File: config.mk
export PLATFORM = sky130hd
export DESIGN_NAME = pfc_flow
export DESIGN_NICKNAME = d
export VERILOG_FILES = /design/src/pfc_pkg.sv /design/src/pfc_flow.sv
export SDC_FILE = /design/constraint.sdc
export NUM_CORES = 1
export LEC_CHECK = 0
export ABC_CLOCK_PERIOD_IN_PS = 8250
export BUFFER_PORTS_ARGS = -buffer_cell sky130_fd_sc_hd__clkbuf_2
export CELL_PAD_IN_SITES_DETAIL_PLACEMENT = 2
export CELL_PAD_IN_SITES_GLOBAL_PLACEMENT = 2
export CORE_MARGIN = 2
export CORE_UTILIZATION = 38
export DETAILED_ROUTE_END_ITERATION = 7
export PLACE_DENSITY = 0.88
export SLEW_MARGIN = 20
export SYNTH_ARGS = -nofsm -noshare
export SYNTH_HDL_FRONTEND = slang
export SYNTH_SLANG_ARGS = --single-unit
export TNS_END_PERCENT = 20
File: constraint.sdc
create_clock -name clk_sys -period 8.25 [get_ports clk_sys]
set_input_delay 0.4125 -clock clk_sys [delete_from_list [all_inputs] [get_ports clk_sys]]
set_output_delay 0.4125 -clock clk_sys [all_outputs]
set_load 0.02 [all_outputs]
File: src/pfc_pkg.sv
// Purpose: Shared constants and carrier types for the pause flow-control block
// Assumes: One clock domain, APB register access with 32-bit data
// Notes:   All offsets, frame constants and reset values except SWREQ and QSEL live here
package pfc_pkg;

  localparam int NUM_CLASS = 8;

  // Register byte offsets
  localparam logic [7:0] REG_CTRL     = 8'h00;
  localparam logic [7:0] REG_SWREQ    = 8'h04;
  localparam logic [7:0] REG_QUANTA   = 8'h08;
  localparam logic [7:0] REG_QSEL     = 8'h0C;
  localparam logic [7:0] REG_TXEN     = 8'h10;
  localparam logic [7:0] REG_HOLDOFF  = 8'h14;
  localparam logic [7:0] REG_DADDR_LO = 8'h18;
  localparam logic [7:0] REG_DADDR_HI = 8'h1C;
  localparam logic [7:0] REG_STATUS   = 8'h20;

  // Control register bit positions
  localparam int CTRL_RX_EN = 0;
  localparam int CTRL_HONOR = 1;
  localparam int CTRL_PFC   = 2;
  localparam int CTRL_FWD   = 3;
  localparam int CTRL_RETX  = 4;
  localparam int CTRL_W     = 5;

  // Reset values
  localparam logic [4:0]  CTRL_RST    = 5'h13;
  localparam logic [7:0]  TXEN_RST    = 8'hFF;
  localparam logic [15:0] HOLDOFF_RST = 16'h0100;
  localparam logic [15:0] QUANTA_RST  = 16'hFFFF;
  localparam logic [47:0] DADDR_RST   = 48'h010000C28001;

  // Generated frame fields
  localparam logic [47:0] PF_DEST   = 48'h010000C28001;
  localparam logic [15:0] PF_ETYPE  = 16'h8808;
  localparam logic [15:0] OP_STD    = 16'h0001;
  localparam logic [15:0] OP_PFC    = 16'h0101;
  localparam logic [8:0]  PAD_STD   = 9'h150;
  localparam logic [8:0]  PAD_PFC   = 9'h0D0;
  localparam logic [15:0] ZERO_TIME = 16'h0000;

  // Quantum timing: 512 bit times over a 256-bit datapath
  localparam int QUANTUM_BITS  = 512;
  localparam int DATAPATH_BITS = 256;
  localparam logic [3:0] CYC_PER_QUANTUM = 4'(QUANTUM_BITS / DATAPATH_BITS);

  // Decoded received pause frame from the RX MAC
  typedef struct packed {
    logic                            valid;
    logic                            is_pfc;
    logic [47:0]                     daddr;
    logic [NUM_CLASS-1:0]            class_en;
    logic [NUM_CLASS-1:0][15:0]      times;
  } pfc_rx_pause_s;

  // Pause frame handed to the TX datapath for insertion
  typedef struct packed {
    logic                            is_xon;
    logic [47:0]                     dest;
    logic [15:0]                     etype;
    logic [15:0]                     opcode;
    logic [15:0]                     class_en;
    logic [NUM_CLASS-1:0][15:0]      times;
    logic [8:0]                      pad_bits;
  } pfc_tx_frame_s;

endpackage : pfc_pkg

File: src/pfc_flow.sv
// Purpose: Pause flow control for a 40G MAC, standard and priority modes
// Assumes: RX decode, TX datapath and client share clk_sys; APB slave registers
// Notes:   Quantum timer ticks every CYC_PER_QUANTUM cycles from a shared phase
`timescale 1ns/1ps
`default_nettype none

module pfc_flow (
  input  wire logic                  clk_sys,      // System clock
  input  wire logic                  rst,          // Synchronous reset, active high
  input  wire logic                  psel,         // APB select
  input  wire logic                  penable,      // APB enable
  input  wire logic                  pwrite,       // APB write
  input  wire logic [7:0]            paddr,        // APB byte address
  input  wire logic [31:0]           pwdata,       // APB write data
  output logic      [31:0]           prdata,       // APB read data
  output logic                       pready,       // APB ready
  output logic                       pslverr,      // APB error on unmapped address
  input  wire pfc_pkg::pfc_rx_pause_s rx_pause,    // Decoded received pause frame
  input  wire logic                  tx_in_frame,  // TX datapath mid-frame
  input  wire logic [7:0]            client_xoff_req, // Client per-class pause request
  output logic      [7:0]            pause_recv,   // Per-class pause in force
  output logic                       tx_hold,      // Client must not send
  output logic                       rx_pf_fwd,    // Forward pause frame to client
  output logic                       rx_pf_drop,   // Discard pause frame
  output logic                       tx_pf_valid,  // Pause frame waiting for insertion
  output pfc_pkg::pfc_tx_frame_s     tx_pf,        // Pause frame content
  input  wire logic                  tx_pf_ready   // TX datapath takes the frame
);

  localparam int NC = pfc_pkg::NUM_CLASS;

  logic [pfc_pkg::CTRL_W-1:0] ctrl_q;
  logic                       sw_req_q;
  logic [2:0]                 qsel_q;
  logic [NC-1:0]              txen_q;
  logic [15:0]                holdoff_q;
  logic [47:0]                daddr_q;
  logic [15:0]                quanta_q [NC];
  logic [31:0]                rd_data;
  logic                       addr_ok;
  logic                       wr_en;
  logic [3:0]                 qphase_q;
  logic                       qtick;
  logic [15:0]                cnt_q [NC];
  logic                       std_pend_q;
  logic [15:0]                std_pend_val_q;
  logic                       rx_match;
  logic                       rx_acc;
  logic [NC-1:0]              req_v;
  logic [NC-1:0]              req_prev_q;
  logic [NC-1:0]              rise;
  logic [NC-1:0]              fall;
  logic [NC-1:0]              xoff_pend_q;
  logic [NC-1:0]              xon_pend_q;
  logic                       launch_xoff;
  logic                       launch_xon;
  logic                       take;
  logic                       retx_fire;
  logic [15:0]                ho_cnt_q;
  logic                       ho_armed_q;
  logic                       pfc_mode;

  assign pfc_mode = ctrl_q[pfc_pkg::CTRL_PFC];
  assign wr_en    = psel && penable && pready && pwrite && addr_ok;

  // Register read mux and address decode
  always_comb begin
    addr_ok = 1'b1;
    rd_data = 32'h0000_0000;
    case (paddr)
      pfc_pkg::REG_CTRL:     rd_data = {27'h0000000, ctrl_q};
      pfc_pkg::REG_SWREQ:    rd_data = {31'h00000000, sw_req_q};
      pfc_pkg::REG_QUANTA:   rd_data = {16'h0000, quanta_q[qsel_q]};
      pfc_pkg::REG_QSEL:     rd_data = {29'h00000000, qsel_q};
      pfc_pkg::REG_TXEN:     rd_data = {24'h000000, txen_q};
      pfc_pkg::REG_HOLDOFF:  rd_data = {16'h0000, holdoff_q};
      pfc_pkg::REG_DADDR_LO: rd_data = daddr_q[31:0];
      pfc_pkg::REG_DADDR_HI: rd_data = {16'h0000, daddr_q[47:32]};
      pfc_pkg::REG_STATUS:   rd_data = {6'h00, tx_pf_valid, xon_pend_q, xoff_pend_q, pause_recv, tx_hold};
      default:               addr_ok = 1'b0;
    endcase
  end

  // APB handshake: one wait-free access phase, data latched in setup
  always_ff @(posedge clk_sys) begin
    if (rst) begin
      pready  <= 1'b0;
      pslverr <= 1'b0;
      prdata  <= 32'h0000_0000;
    end else begin
      pready  <= psel && !penable;
      pslverr <= psel && !penable && !addr_ok;
      if (psel && !penable && !pwrite) begin
        prdata <= rd_data;
      end
    end
  end

  // Configuration registers
  always_ff @(posedge clk_sys) begin
    if (rst) begin
      ctrl_q    <= pfc_pkg::CTRL_RST;
      sw_req_q  <= 1'b0;
      qsel_q    <= 3'h0;
      txen_q    <= pfc_pkg::TXEN_RST;
      holdoff_q <= pfc_pkg::HOLDOFF_RST;
      daddr_q   <= pfc_pkg::DADDR_RST;
      for (int n = 0; n < NC; n++) begin
        quanta_q[n] <= pfc_pkg::QUANTA_RST;
      end
    end else if (wr_en) begin
      case (paddr)
        pfc_pkg::REG_CTRL:     ctrl_q <= pwdata[pfc_pkg::CTRL_W-1:0];
        pfc_pkg::REG_SWREQ:    sw_req_q <= pwdata[0];
        pfc_pkg::REG_QUANTA:   quanta_q[qsel_q] <= pwdata[15:0];
        pfc_pkg::REG_QSEL:     qsel_q <= pwdata[2:0];
        pfc_pkg::REG_TXEN:     txen_q <= pwdata[NC-1:0];
        pfc_pkg::REG_HOLDOFF:  holdoff_q <= pwdata[15:0];
        pfc_pkg::REG_DADDR_LO: daddr_q[31:0] <= pwdata;
        pfc_pkg::REG_DADDR_HI: daddr_q[47:32] <= pwdata[15:0];
        default:               ctrl_q <= ctrl_q;
      endcase
    end
  end

  // Quantum phase: one tick per quantum of line time
  assign qtick = (qphase_q == pfc_pkg::CYC_PER_QUANTUM - 4'h1);
  always_ff @(posedge clk_sys) begin
    if (rst || qtick) begin
      qphase_q <= 4'h0;
    end else begin
      qphase_q <= qphase_q + 4'h1;
    end
  end

  // Receive qualification: address match, processing on, mode honour
  assign rx_match = rx_pause.valid && (rx_pause.daddr == daddr_q);
  assign rx_acc   = rx_match && ctrl_q[pfc_pkg::CTRL_RX_EN] &&
                    (rx_pause.is_pfc ? pfc_mode : (!pfc_mode && ctrl_q[pfc_pkg::CTRL_HONOR]));

  // Forward or drop decision; unmatched frames always pass
  always_ff @(posedge clk_sys) begin
    if (rst) begin
      rx_pf_fwd  <= 1'b0;
      rx_pf_drop <= 1'b0;
    end else begin
      rx_pf_fwd  <= rx_pause.valid && (!rx_match ||
                    (ctrl_q[pfc_pkg::CTRL_RX_EN] && ctrl_q[pfc_pkg::CTRL_FWD]));
      rx_pf_drop <= rx_pause.valid && rx_match &&
                    !(ctrl_q[pfc_pkg::CTRL_RX_EN] && ctrl_q[pfc_pkg::CTRL_FWD]);
    end
  end

  // Standard pause waits for the current frame before counting
  always_ff @(posedge clk_sys) begin
    if (rst) begin
      std_pend_q     <= 1'b0;
      std_pend_val_q <= 16'h0000;
    end else if (rx_acc && !rx_pause.is_pfc) begin
      std_pend_q     <= (rx_pause.times[0] != pfc_pkg::ZERO_TIME);
      std_pend_val_q <= rx_pause.times[0];
    end else if (std_pend_q && !tx_in_frame) begin
      std_pend_q     <= 1'b0;
    end
  end

  // Per-class pause counters, newest time wins
  always_ff @(posedge clk_sys) begin
    if (rst) begin
      for (int n = 0; n < NC; n++) begin
        cnt_q[n] <= 16'h0000;
      end
    end else begin
      for (int n = 0; n < NC; n++) begin
        if (rx_acc && rx_pause.is_pfc && rx_pause.class_en[n]) begin
          cnt_q[n] <= rx_pause.times[n];
        end else if (n == 0 && rx_acc && !rx_pause.is_pfc &&
                     rx_pause.times[0] == pfc_pkg::ZERO_TIME) begin
          cnt_q[n] <= 16'h0000;
        end else if (n == 0 && std_pend_q && !tx_in_frame) begin
          cnt_q[n] <= std_pend_val_q;
        end else if (qtick && cnt_q[n] != 16'h0000) begin
          cnt_q[n] <= cnt_q[n] - 16'h0001;
        end
      end
    end
  end

  // Pause status towards the TX client
  always_ff @(posedge clk_sys) begin
    if (rst) begin
      pause_recv <= '0;
      tx_hold    <= 1'b0;
    end else begin
      for (int n = 0; n < NC; n++) begin
        pause_recv[n] <= (cnt_q[n] != 16'h0000) && (pfc_mode || n == 0);
      end
      tx_hold <= !pfc_mode && (cnt_q[0] != 16'h0000);
    end
  end

  // Combined request level; a second source cannot make a new edge
  always_comb begin
    if (pfc_mode) begin
      req_v = (client_xoff_req | {NC{sw_req_q}}) & txen_q;
    end else begin
      req_v = {{(NC-1){1'b0}}, (client_xoff_req[0] & txen_q[0]) | sw_req_q};
    end
  end
  assign rise        = req_v & ~req_prev_q;
  assign fall        = ~req_v & req_prev_q;
  assign take        = tx_pf_valid && tx_pf_ready;
  assign launch_xoff = !tx_pf_valid && (|xoff_pend_q);
  assign launch_xon  = !tx_pf_valid && !(|xoff_pend_q) && (|xon_pend_q);
  assign retx_fire   = ctrl_q[pfc_pkg::CTRL_RETX] && ho_armed_q &&
                       (ho_cnt_q == 16'h0000) && (|req_v);

  // Edge tracking and pending frame requests; new requests beat clears
  always_ff @(posedge clk_sys) begin
    if (rst) begin
      req_prev_q  <= '0;
      xoff_pend_q <= '0;
      xon_pend_q  <= '0;
    end else begin
      req_prev_q  <= req_v;
      xoff_pend_q <= ((launch_xoff ? '0 : xoff_pend_q) & ~fall) | rise |
                     (retx_fire ? req_v : '0);
      xon_pend_q  <= ((launch_xon ? '0 : xon_pend_q) & ~rise) | fall;
    end
  end

  // Hold-off timer restarted by each XOFF that leaves
  always_ff @(posedge clk_sys) begin
    if (rst) begin
      ho_cnt_q   <= 16'h0000;
      ho_armed_q <= 1'b0;
    end else if (take && !tx_pf.is_xon) begin
      ho_cnt_q   <= holdoff_q;
      ho_armed_q <= 1'b1;
    end else if (retx_fire || !(|req_v)) begin
      ho_armed_q <= 1'b0;
    end else if (qtick && ho_cnt_q != 16'h0000) begin
      ho_cnt_q   <= ho_cnt_q - 16'h0001;
    end
  end

  // Frame builder; the TX datapath inserts it after its current frame
  always_ff @(posedge clk_sys) begin
    if (rst) begin
      tx_pf_valid <= 1'b0;
      tx_pf       <= '0;
    end else if (launch_xoff || launch_xon) begin
      tx_pf_valid    <= 1'b1;
      tx_pf.is_xon   <= launch_xon;
      tx_pf.dest     <= pfc_pkg::PF_DEST;
      tx_pf.etype    <= pfc_pkg::PF_ETYPE;
      tx_pf.opcode   <= pfc_mode ? pfc_pkg::OP_PFC : pfc_pkg::OP_STD;
      tx_pf.pad_bits <= pfc_mode ? pfc_pkg::PAD_PFC : pfc_pkg::PAD_STD;
      tx_pf.class_en <= pfc_mode ? {8'h00, (launch_xoff ? xoff_pend_q : xon_pend_q)} : 16'h0000;
      for (int n = 0; n < NC; n++) begin
        tx_pf.times[n] <= (launch_xoff && (pfc_mode ? xoff_pend_q[n] : n == 0)) ?
                          quanta_q[n] : pfc_pkg::ZERO_TIME;
      end
    end else if (take) begin
      tx_pf_valid <= 1'b0;
    end
  end

  // Checks
  a_hold_std_only: assert property (@(posedge clk_sys) disable iff (rst)
    rx_acc && !rx_pause.is_pfc && rx_pause.times[0] != 16'h0000 && !tx_in_frame
    |=> ##2 tx_hold) else $error("standard pause did not hold client");
  a_pfc_no_hold: assert property (@(posedge clk_sys) disable iff (rst)
    rx_acc && rx_pause.is_pfc && rx_pause.class_en[0] && rx_pause.times[0] > 16'h0002
    |=> ##1 (pause_recv[0] && !tx_hold)) else $error("priority pause not reported");
  a_gate_off: assert property (@(posedge clk_sys) disable iff (rst)
    rx_pause.valid && !ctrl_q[pfc_pkg::CTRL_RX_EN] && !std_pend_q && cnt_q[0] == 16'h0000
    |=> !std_pend_q && cnt_q[0] == 16'h0000) else $error("disabled pause changed counter");
  a_frame_wait: assert property (@(posedge clk_sys) disable iff (rst)
    std_pend_q && tx_in_frame && !rx_acc |=> std_pend_q) else $error("pause started mid-frame");
  a_zero_resume: assert property (@(posedge clk_sys) disable iff (rst)
    rx_acc && !rx_pause.is_pfc && rx_pause.times[0] == 16'h0000 |=> ##1 !tx_hold)
    else $error("zero pause time did not resume");
  a_newest_wins: assert property (@(posedge clk_sys) disable iff (rst)
    rx_acc && rx_pause.is_pfc && rx_pause.class_en[2] |=> cnt_q[2] == $past(rx_pause.times[2]))
    else $error("pause time not replaced");
  a_tick_rate: assert property (@(posedge clk_sys) disable iff (rst)
    qtick && cnt_q[2] > 16'h0001 && !(rx_acc && rx_pause.class_en[2])
    ##1 !(rx_acc && rx_pause.class_en[2])
    |=> (cnt_q[2] == $past(cnt_q[2], 2) - 16'h0001) && qtick) else $error("quantum rate wrong");
  a_std_frame: assert property (@(posedge clk_sys) disable iff (rst)
    tx_pf_valid && tx_pf.opcode == pfc_pkg::OP_STD |-> tx_pf.dest == pfc_pkg::PF_DEST &&
    tx_pf.etype == pfc_pkg::PF_ETYPE && (tx_pf.is_xon == (tx_pf.times[0] == 16'h0000) || !tx_pf.is_xon))
    else $error("standard frame fields wrong");
  a_pfc_xon_zero: assert property (@(posedge clk_sys) disable iff (rst)
    tx_pf_valid && tx_pf.is_xon |-> tx_pf.times == '0) else $error("XON carried a pause time");
  a_xoff_on_rise: assert property (@(posedge clk_sys) disable iff (rst)
    rise[0] && !tx_pf_valid && !(|xon_pend_q) |=> xoff_pend_q[0] ##1 (tx_pf_valid && !tx_pf.is_xon))
    else $error("request rise gave no XOFF");
  a_xon_on_fall: assert property (@(posedge clk_sys) disable iff (rst)
    fall[0] |=> xon_pend_q[0]) else $error("request fall gave no XON");
  a_fwd_choice: assert property (@(posedge clk_sys) disable iff (rst)
    rx_match && ctrl_q[pfc_pkg::CTRL_RX_EN] |=> rx_pf_fwd == $past(ctrl_q[pfc_pkg::CTRL_FWD]) && !rx_pf_fwd == rx_pf_drop)
    else $error("pass-through choice ignored");

  // Offered frame holds still; fixed fields per mode
  a_pf_hold: assert property (@(posedge clk_sys) disable iff (rst)
    tx_pf_valid && !tx_pf_ready |=> tx_pf_valid && $stable(tx_pf))
    else $error("offered frame changed");
  a_std_pad: assert property (@(posedge clk_sys) disable iff (rst)
    tx_pf_valid && tx_pf.opcode == pfc_pkg::OP_STD |-> tx_pf.pad_bits == pfc_pkg::PAD_STD)
    else $error("standard pad wrong");
  a_pfc_pad: assert property (@(posedge clk_sys) disable iff (rst)
    tx_pf_valid && tx_pf.opcode == pfc_pkg::OP_PFC |-> tx_pf.pad_bits == pfc_pkg::PAD_PFC)
    else $error("priority pad wrong");
  a_pfc_unmarked: assert property (@(posedge clk_sys) disable iff (rst)
    tx_pf_valid && tx_pf.opcode == pfc_pkg::OP_PFC && !tx_pf.class_en[7] |-> tx_pf.times[7] == pfc_pkg::ZERO_TIME)
    else $error("unmarked class carried a time");

  // Receive side: only marked classes move, mode outputs stay apart
  a_class_only: assert property (@(posedge clk_sys) disable iff (rst)
    rx_acc && rx_pause.is_pfc && !rx_pause.class_en[2] && !qtick |=> cnt_q[2] == $past(cnt_q[2]))
    else $error("unmarked class counter moved");
  a_pfc_nohold: assert property (@(posedge clk_sys) disable iff (rst)
    pfc_mode && $past(pfc_mode) |-> !tx_hold)
    else $error("priority mode held client");
  a_std_upper: assert property (@(posedge clk_sys) disable iff (rst)
    !pfc_mode && !$past(pfc_mode) |-> pause_recv[NC-1:1] == '0)
    else $error("standard mode reported upper class");
  a_std_load: assert property (@(posedge clk_sys) disable iff (rst)
    std_pend_q && !tx_in_frame && !rx_acc |=> !std_pend_q && cnt_q[0] == $past(std_pend_val_q))
    else $error("pending pause not loaded at frame end");

  // Software request queueing and hold-off restart
  a_sw_xoff: assert property (@(posedge clk_sys) disable iff (rst)
    !pfc_mode && sw_req_q && !req_prev_q[0] |=> xoff_pend_q[0])
    else $error("software set queued no XOFF");
  a_sw_xon: assert property (@(posedge clk_sys) disable iff (rst)
    !pfc_mode && !$past(pfc_mode) && $fell(sw_req_q) && !(client_xoff_req[0] && txen_q[0]) |=> xon_pend_q[0])
    else $error("software clear queued no XON");
  a_ho_restart: assert property (@(posedge clk_sys) disable iff (rst)
    take && !tx_pf.is_xon |=> ho_armed_q && ho_cnt_q == $past(holdoff_q))
    else $error("hold-off not restarted by XOFF");

endmodule : pfc_flow
`default_nettype wire

Yosys cells after proc, flatten, opt, wreduce, memory -nomap -nowiden. Memory sizes are Yosys's and may differ from the RTL's. A register that Yosys moved wholly into a read port is not among the register bits. Index checks and enable logic that the tools add are counted.

Bits in registers: 361. Logic and storage cells: 331. Bits of input ports: 241. Output and inout bits: 280. Memory bits (writable): 256. Memories kept: 2.

Memories: cnt_q (words 8, width 16, read ports 8, clocked after Yosys merged registers in 0, wr ports 8, RTL line pfc_flow.sv:44) `logic [15:0] cnt_q [NC];`; quanta_q (words 8, width 16, read ports 9, clocked after Yosys merged registers in 1, wr ports 8, RTL line pfc_flow.sv:38) `logic [15:0] quanta_q [NC];`.

Reduce and logical (&&, ||, !) cells: 106. Add/subtract/negate cells: 10. Mux-type cells: 132. Bitwise logic cells: 33. Equality and inequality tests: 11.

Operators by type and width (count): $mux W16 (30); $pmux W32 S9 (1); $reduce_bool A16 Y1 (10); $sub A16 B1 Y16 const B (9); $mux W1 (90); $logic_and A1 B1 Y1 (60); $eq A48 B48 Y1 (1); $mux W8 (6); $and A8 B8 Y8 (5); $eq A8 B5 Y1 const B (4); $logic_not A16 Y1 (2); $not A8 Y8 (4); $or A8 B8 Y8 (4); $reduce_or A8 Y1 (3); $or A1 B1 Y1 (19); $mux W9 (2); $eq A8 B4 Y1 const B (2); $reduce_and A2 Y1 (8); $reduce_or A16 Y1 (1); $logic_not A1 Y1 (12); $mux W3 (3); $reduce_or A9 Y1 (1); $eq A8 B3 Y1 const B (1); $eq A8 B6 Y1 const B (1); other kinds (7) (13).

Depth between registers and ports, before layout.
Depth in word-level cells: 13. Gate-level depth with buffers: 10. Gate-level depth less buffers: 8.

Worst setup path after synthesis. No wires, ideal clock.

Path type: input to register. Start point: input rx_pause[155] (netlist name). End point: memory cnt_q[2][0], in the netlist cnt_q[0][32], enable pin. Setup time: 0.372 ns. Buffers on the path: 0. Path slack: 5.254 ns. Arrival time: 2.624 ns. Cell stages on the path: 6. Required time: 7.878 ns. Cells stage by stage: xor2_1 -> or4_1 -> nand4bb_4 -> or4_4 -> nor4_4 -> or3_1.

RTL lines: start: declaration (RTL line pfc_flow.sv:18) `input wire pfc_pkg::pfc_rx_pause_s rx_pause,`; end: declaration (RTL line pfc_flow.sv:44).

==> impl_results.md <==
* Outcome: complete, no violations
* Routed vias/inst at 5.92
* Routability Congestion at 0.915
* IO Count at 521
* Compound-Gate Fraction of Synth Area at 12.6%
* Largest family of logic cells by synthesized area: simple AND/OR/NAND/NOR gates
* Final setup fails at 0
* Final ANT Viol Nets at 0
* DP Wirelength at 85.4 mm
* Fraction of layout cells with a size suffix above 1 at 24.9%
* Clk sinks at 588
* Fmax at 229 MHz
* Post-CTS Resized at 0
* Horiz. Die Dim at 276 µm
* Final nets at 3351
* CP arrival at 4.60 ns
* Netlist cell types at 76
* Synth Instances at 2755
* Critical path peak fanout at 24
* DR pass1 iterations at 6
* Mapped Area at 0.0280 mm²
* Simple-gate share of the synthesized area at 18.1%
* Max Buffers Root-to-Sink at 3
* Peak supply drop at 0.000159 V
* Worst hold slack at 0.0374 ns
* Vias in the first global route at 26221
* Register area share after synthesis at 51.1%
* Clock transition at the registers of the reported paths at 0.06 ns
* Core Util, Final at 44.9%
* Synthesis Warnings at 0
* Fin. Hold Viols at 0
* Post-CTS Hold Fix Bufs at 0
* Post-CTS Setup Bufs at 0
* Initial DRC count at 2211
* WL final at 119 mm
* Chip height at 276 µm
* RSZ-0062 raised after global routing: no
* Pin count of the biggest net entering global routing at 89
* Worst path cell trace: inv_1 > nor4_1 > nand4_1 > nor2b_1 > or3_1
* Critical path's slowest cell: dfxtp_1
* Clock Tree Root: clkbuf_16
* Adder and majority gate portion of the synthesized area at 0.848%
* Slowest stage delay, CP at 1.02 ns
* Period utilization at 52.8%
* CP startpoint kind: register
* Clock Skews at 0.0367 ns
* HP Class: input port to register
* Initial antenna violation count at 14
* Final min period at 4.36 ns
* Xor/xnor share of the synthesized area at 5.18%
* Core area at 0.0730 mm²
* PortBufs at 438
* CTS tree: built
* CP Capture Type: register
* Syn avg cell area at 10.2 µm²
* Async SR Flop Fraction at 0%
* Starting Density at 38.4%
* Residual DRC at 0
* First-pass GRT wire length at 173 mm
* Finished Layout Cells at 4114
* Crit Path Class: register to register
* Worst-skew pair later-pin latency at 0.64 ns
* Post-synth EDFFs at 256
* Placed insts at 3979
* Lkg Pwr at 12.1 nW
* Slew margin rel. at 18.1%
* Max Cap Violations at 0
* Final Slew Violations at 0
* Setup_tns at 0 ns
* Clock buffer count from CTS at 69
* Routed vias at 24344
* Post-synthesis mux area share at 6.40%
* GRT Overall Usage at 30.5%
* Req. time, crit path at 8.50 ns
* H-tree depth at 3
* FILL cells at 7580
* Pwr Density at 221 mW/mm²
* Wirelength per Cell at 28.9 µm
* Layout area overhead at 16.9%
* Worst slew pin tran at 1.21 ns
* Die ar. at 0.0760 mm²
* Most used DFF post-synth: dfxtp_1
* Row cnt at 99
* Total gr overflow at 0
* Synth Register Bits at 588
==> final timing paths <==
check	start	to	slack (ns)	depth (start not counted)
setup / recovery	ctrl_q[0]	cnt_q[0][2]	3.89	5
hold / removal	pwdata[16]	daddr_q[16]	0.04	3
setup reg to reg	ctrl_q[0]	cnt_q[0][2]	3.89	5
hold reg to reg	prdata[1]	prdata[1]	0.47	2
==> Yosys cell counts, drive strengths merged, types with 15 or more instances <==
cell | instances | area, µm²
a22o | 47 | 412
nand2 | 276 | 1040
a221oi | 15 | 131
mux4 | 32 | 721
o21ai | 42 | 210
mux2i | 87 | 871
ha | 19 | 238
xnor2 | 54 | 473
nand3 | 51 | 255
buf | 117 | 846
clkbuf | 157 | 589
nor4 | 56 | 395
nand2b | 15 | 93.8
edfxtp | 256 | 7690
xor2 | 112 | 981
nor3 | 72 | 370
mux2 | 18 | 203
nor2 | 278 | 1040
a22oi | 145 | 1090
nand4 | 27 | 175
a21oi | 121 | 606
o31ai | 22 | 165
or4 | 19 | 150
inv | 42 | 158
or2 | 139 | 870
or3 | 16 | 100
dfxtp | 332 | 6650
o22ai | 17 | 106
==> area by class of cell <==
type	count	area (µm²)	area share, %
Sequential cell	588	14300	43.7
Clock buffer	102	2040	6.23
Clock inverter	25	215	0.657
Inverter	42	159	0.485
Tap cell	959	1200	3.66
Timing Repair Buffer	458	2350	7.18
Multi-Input combinational cell	1932	12400	38.0
Antenna cell	8	20.0	0.0611
==> where the power goes <==
| group | internal, mW | total (mW) | leakage (nW) | switching [mW] |
|---|---|---|---|---|
| sequential | 3.17 | 3.29 | 4.97 | 0.120 |
| clock | 1.76 | 3.11 | 1.12 | 1.35 |
| combinational | 0.274 | 0.828 | 6.05 | 0.554 |
| total | 5.21 | 7.23 | 12.1 | 2.02 |
==> stage by stage <==
| step | cell area, µm² | worst slack [ns] | power (mW) |
|---|---|---|---|
| finish | 32800 | 3.89 | 7.23 |
| global route | 32800 | 3.71 | 7.46 |
| CTS | 32700 | 3.97 | 7.26 |
| detailed placement | 30500 | 3.51 | 4.15 |
| global placement | 30500 | 3.89 | 4.09 |
| floorplan | 28300 | 5.25 | 3.86 |
==> state kept, by name, summed over array words and instances, names as in the netlist, 5 cells and up, named ones only <==
signal          cells
daddr_q            48
tx_pf             140
cnt_q             128
ctrl_q              5
std_pend_val_q     16
txen_q              8
holdoff_q          16
ho_cnt_q           16
prdata             32
quanta_q          128
pause_recv          8
req_prev_q          8
xon_pend_q          8
xoff_pend_q         8
==> cells by family after synthesis <==
group           Yosys count
mux                     137
xor+xnor                166
other cells               1
compound gates          505
fa+ha+maj                19
flops                   588
buf+inv                 316
simple gates           1023
==> cells in the final DEF (no fill, tap or decap), types with 69 or more instances in the layout <==
cell / count
dfxtp_1: 331
nand2_1: 276
edfxtp_1: 256
a21oi_1: 121
xor2_1: 112
conb_1: 82
a22oi_1: 145
clkbuf_2: 437
nor2_1: 275
clkbuf_16: 72
nor3_1: 69
mux2i_1: 87
or2_2: 139
==> worst max-delay path: cells and delay by family, from the launching register on <==
kind | cells | cell delay, ns
and+or+nand+nor | 4 | 2.72
buffers and inverters | 1 | 0.25
DFF | 1 | 1.02
==> layer usage <==
metal | global-route usage (%) | vias up | share of wire [%]
li1 | - | 10481 | -
met1 | 37.1 | 12492 | 39
met2 | 52.0 | 1067 | 49
met3 | 6.05 | 292 | 7.2
met4 | 13.9 | 12 | 4.5
met5 | 0 | - | 0.067
Note: power is estimated with default switching activity, not from simulation.
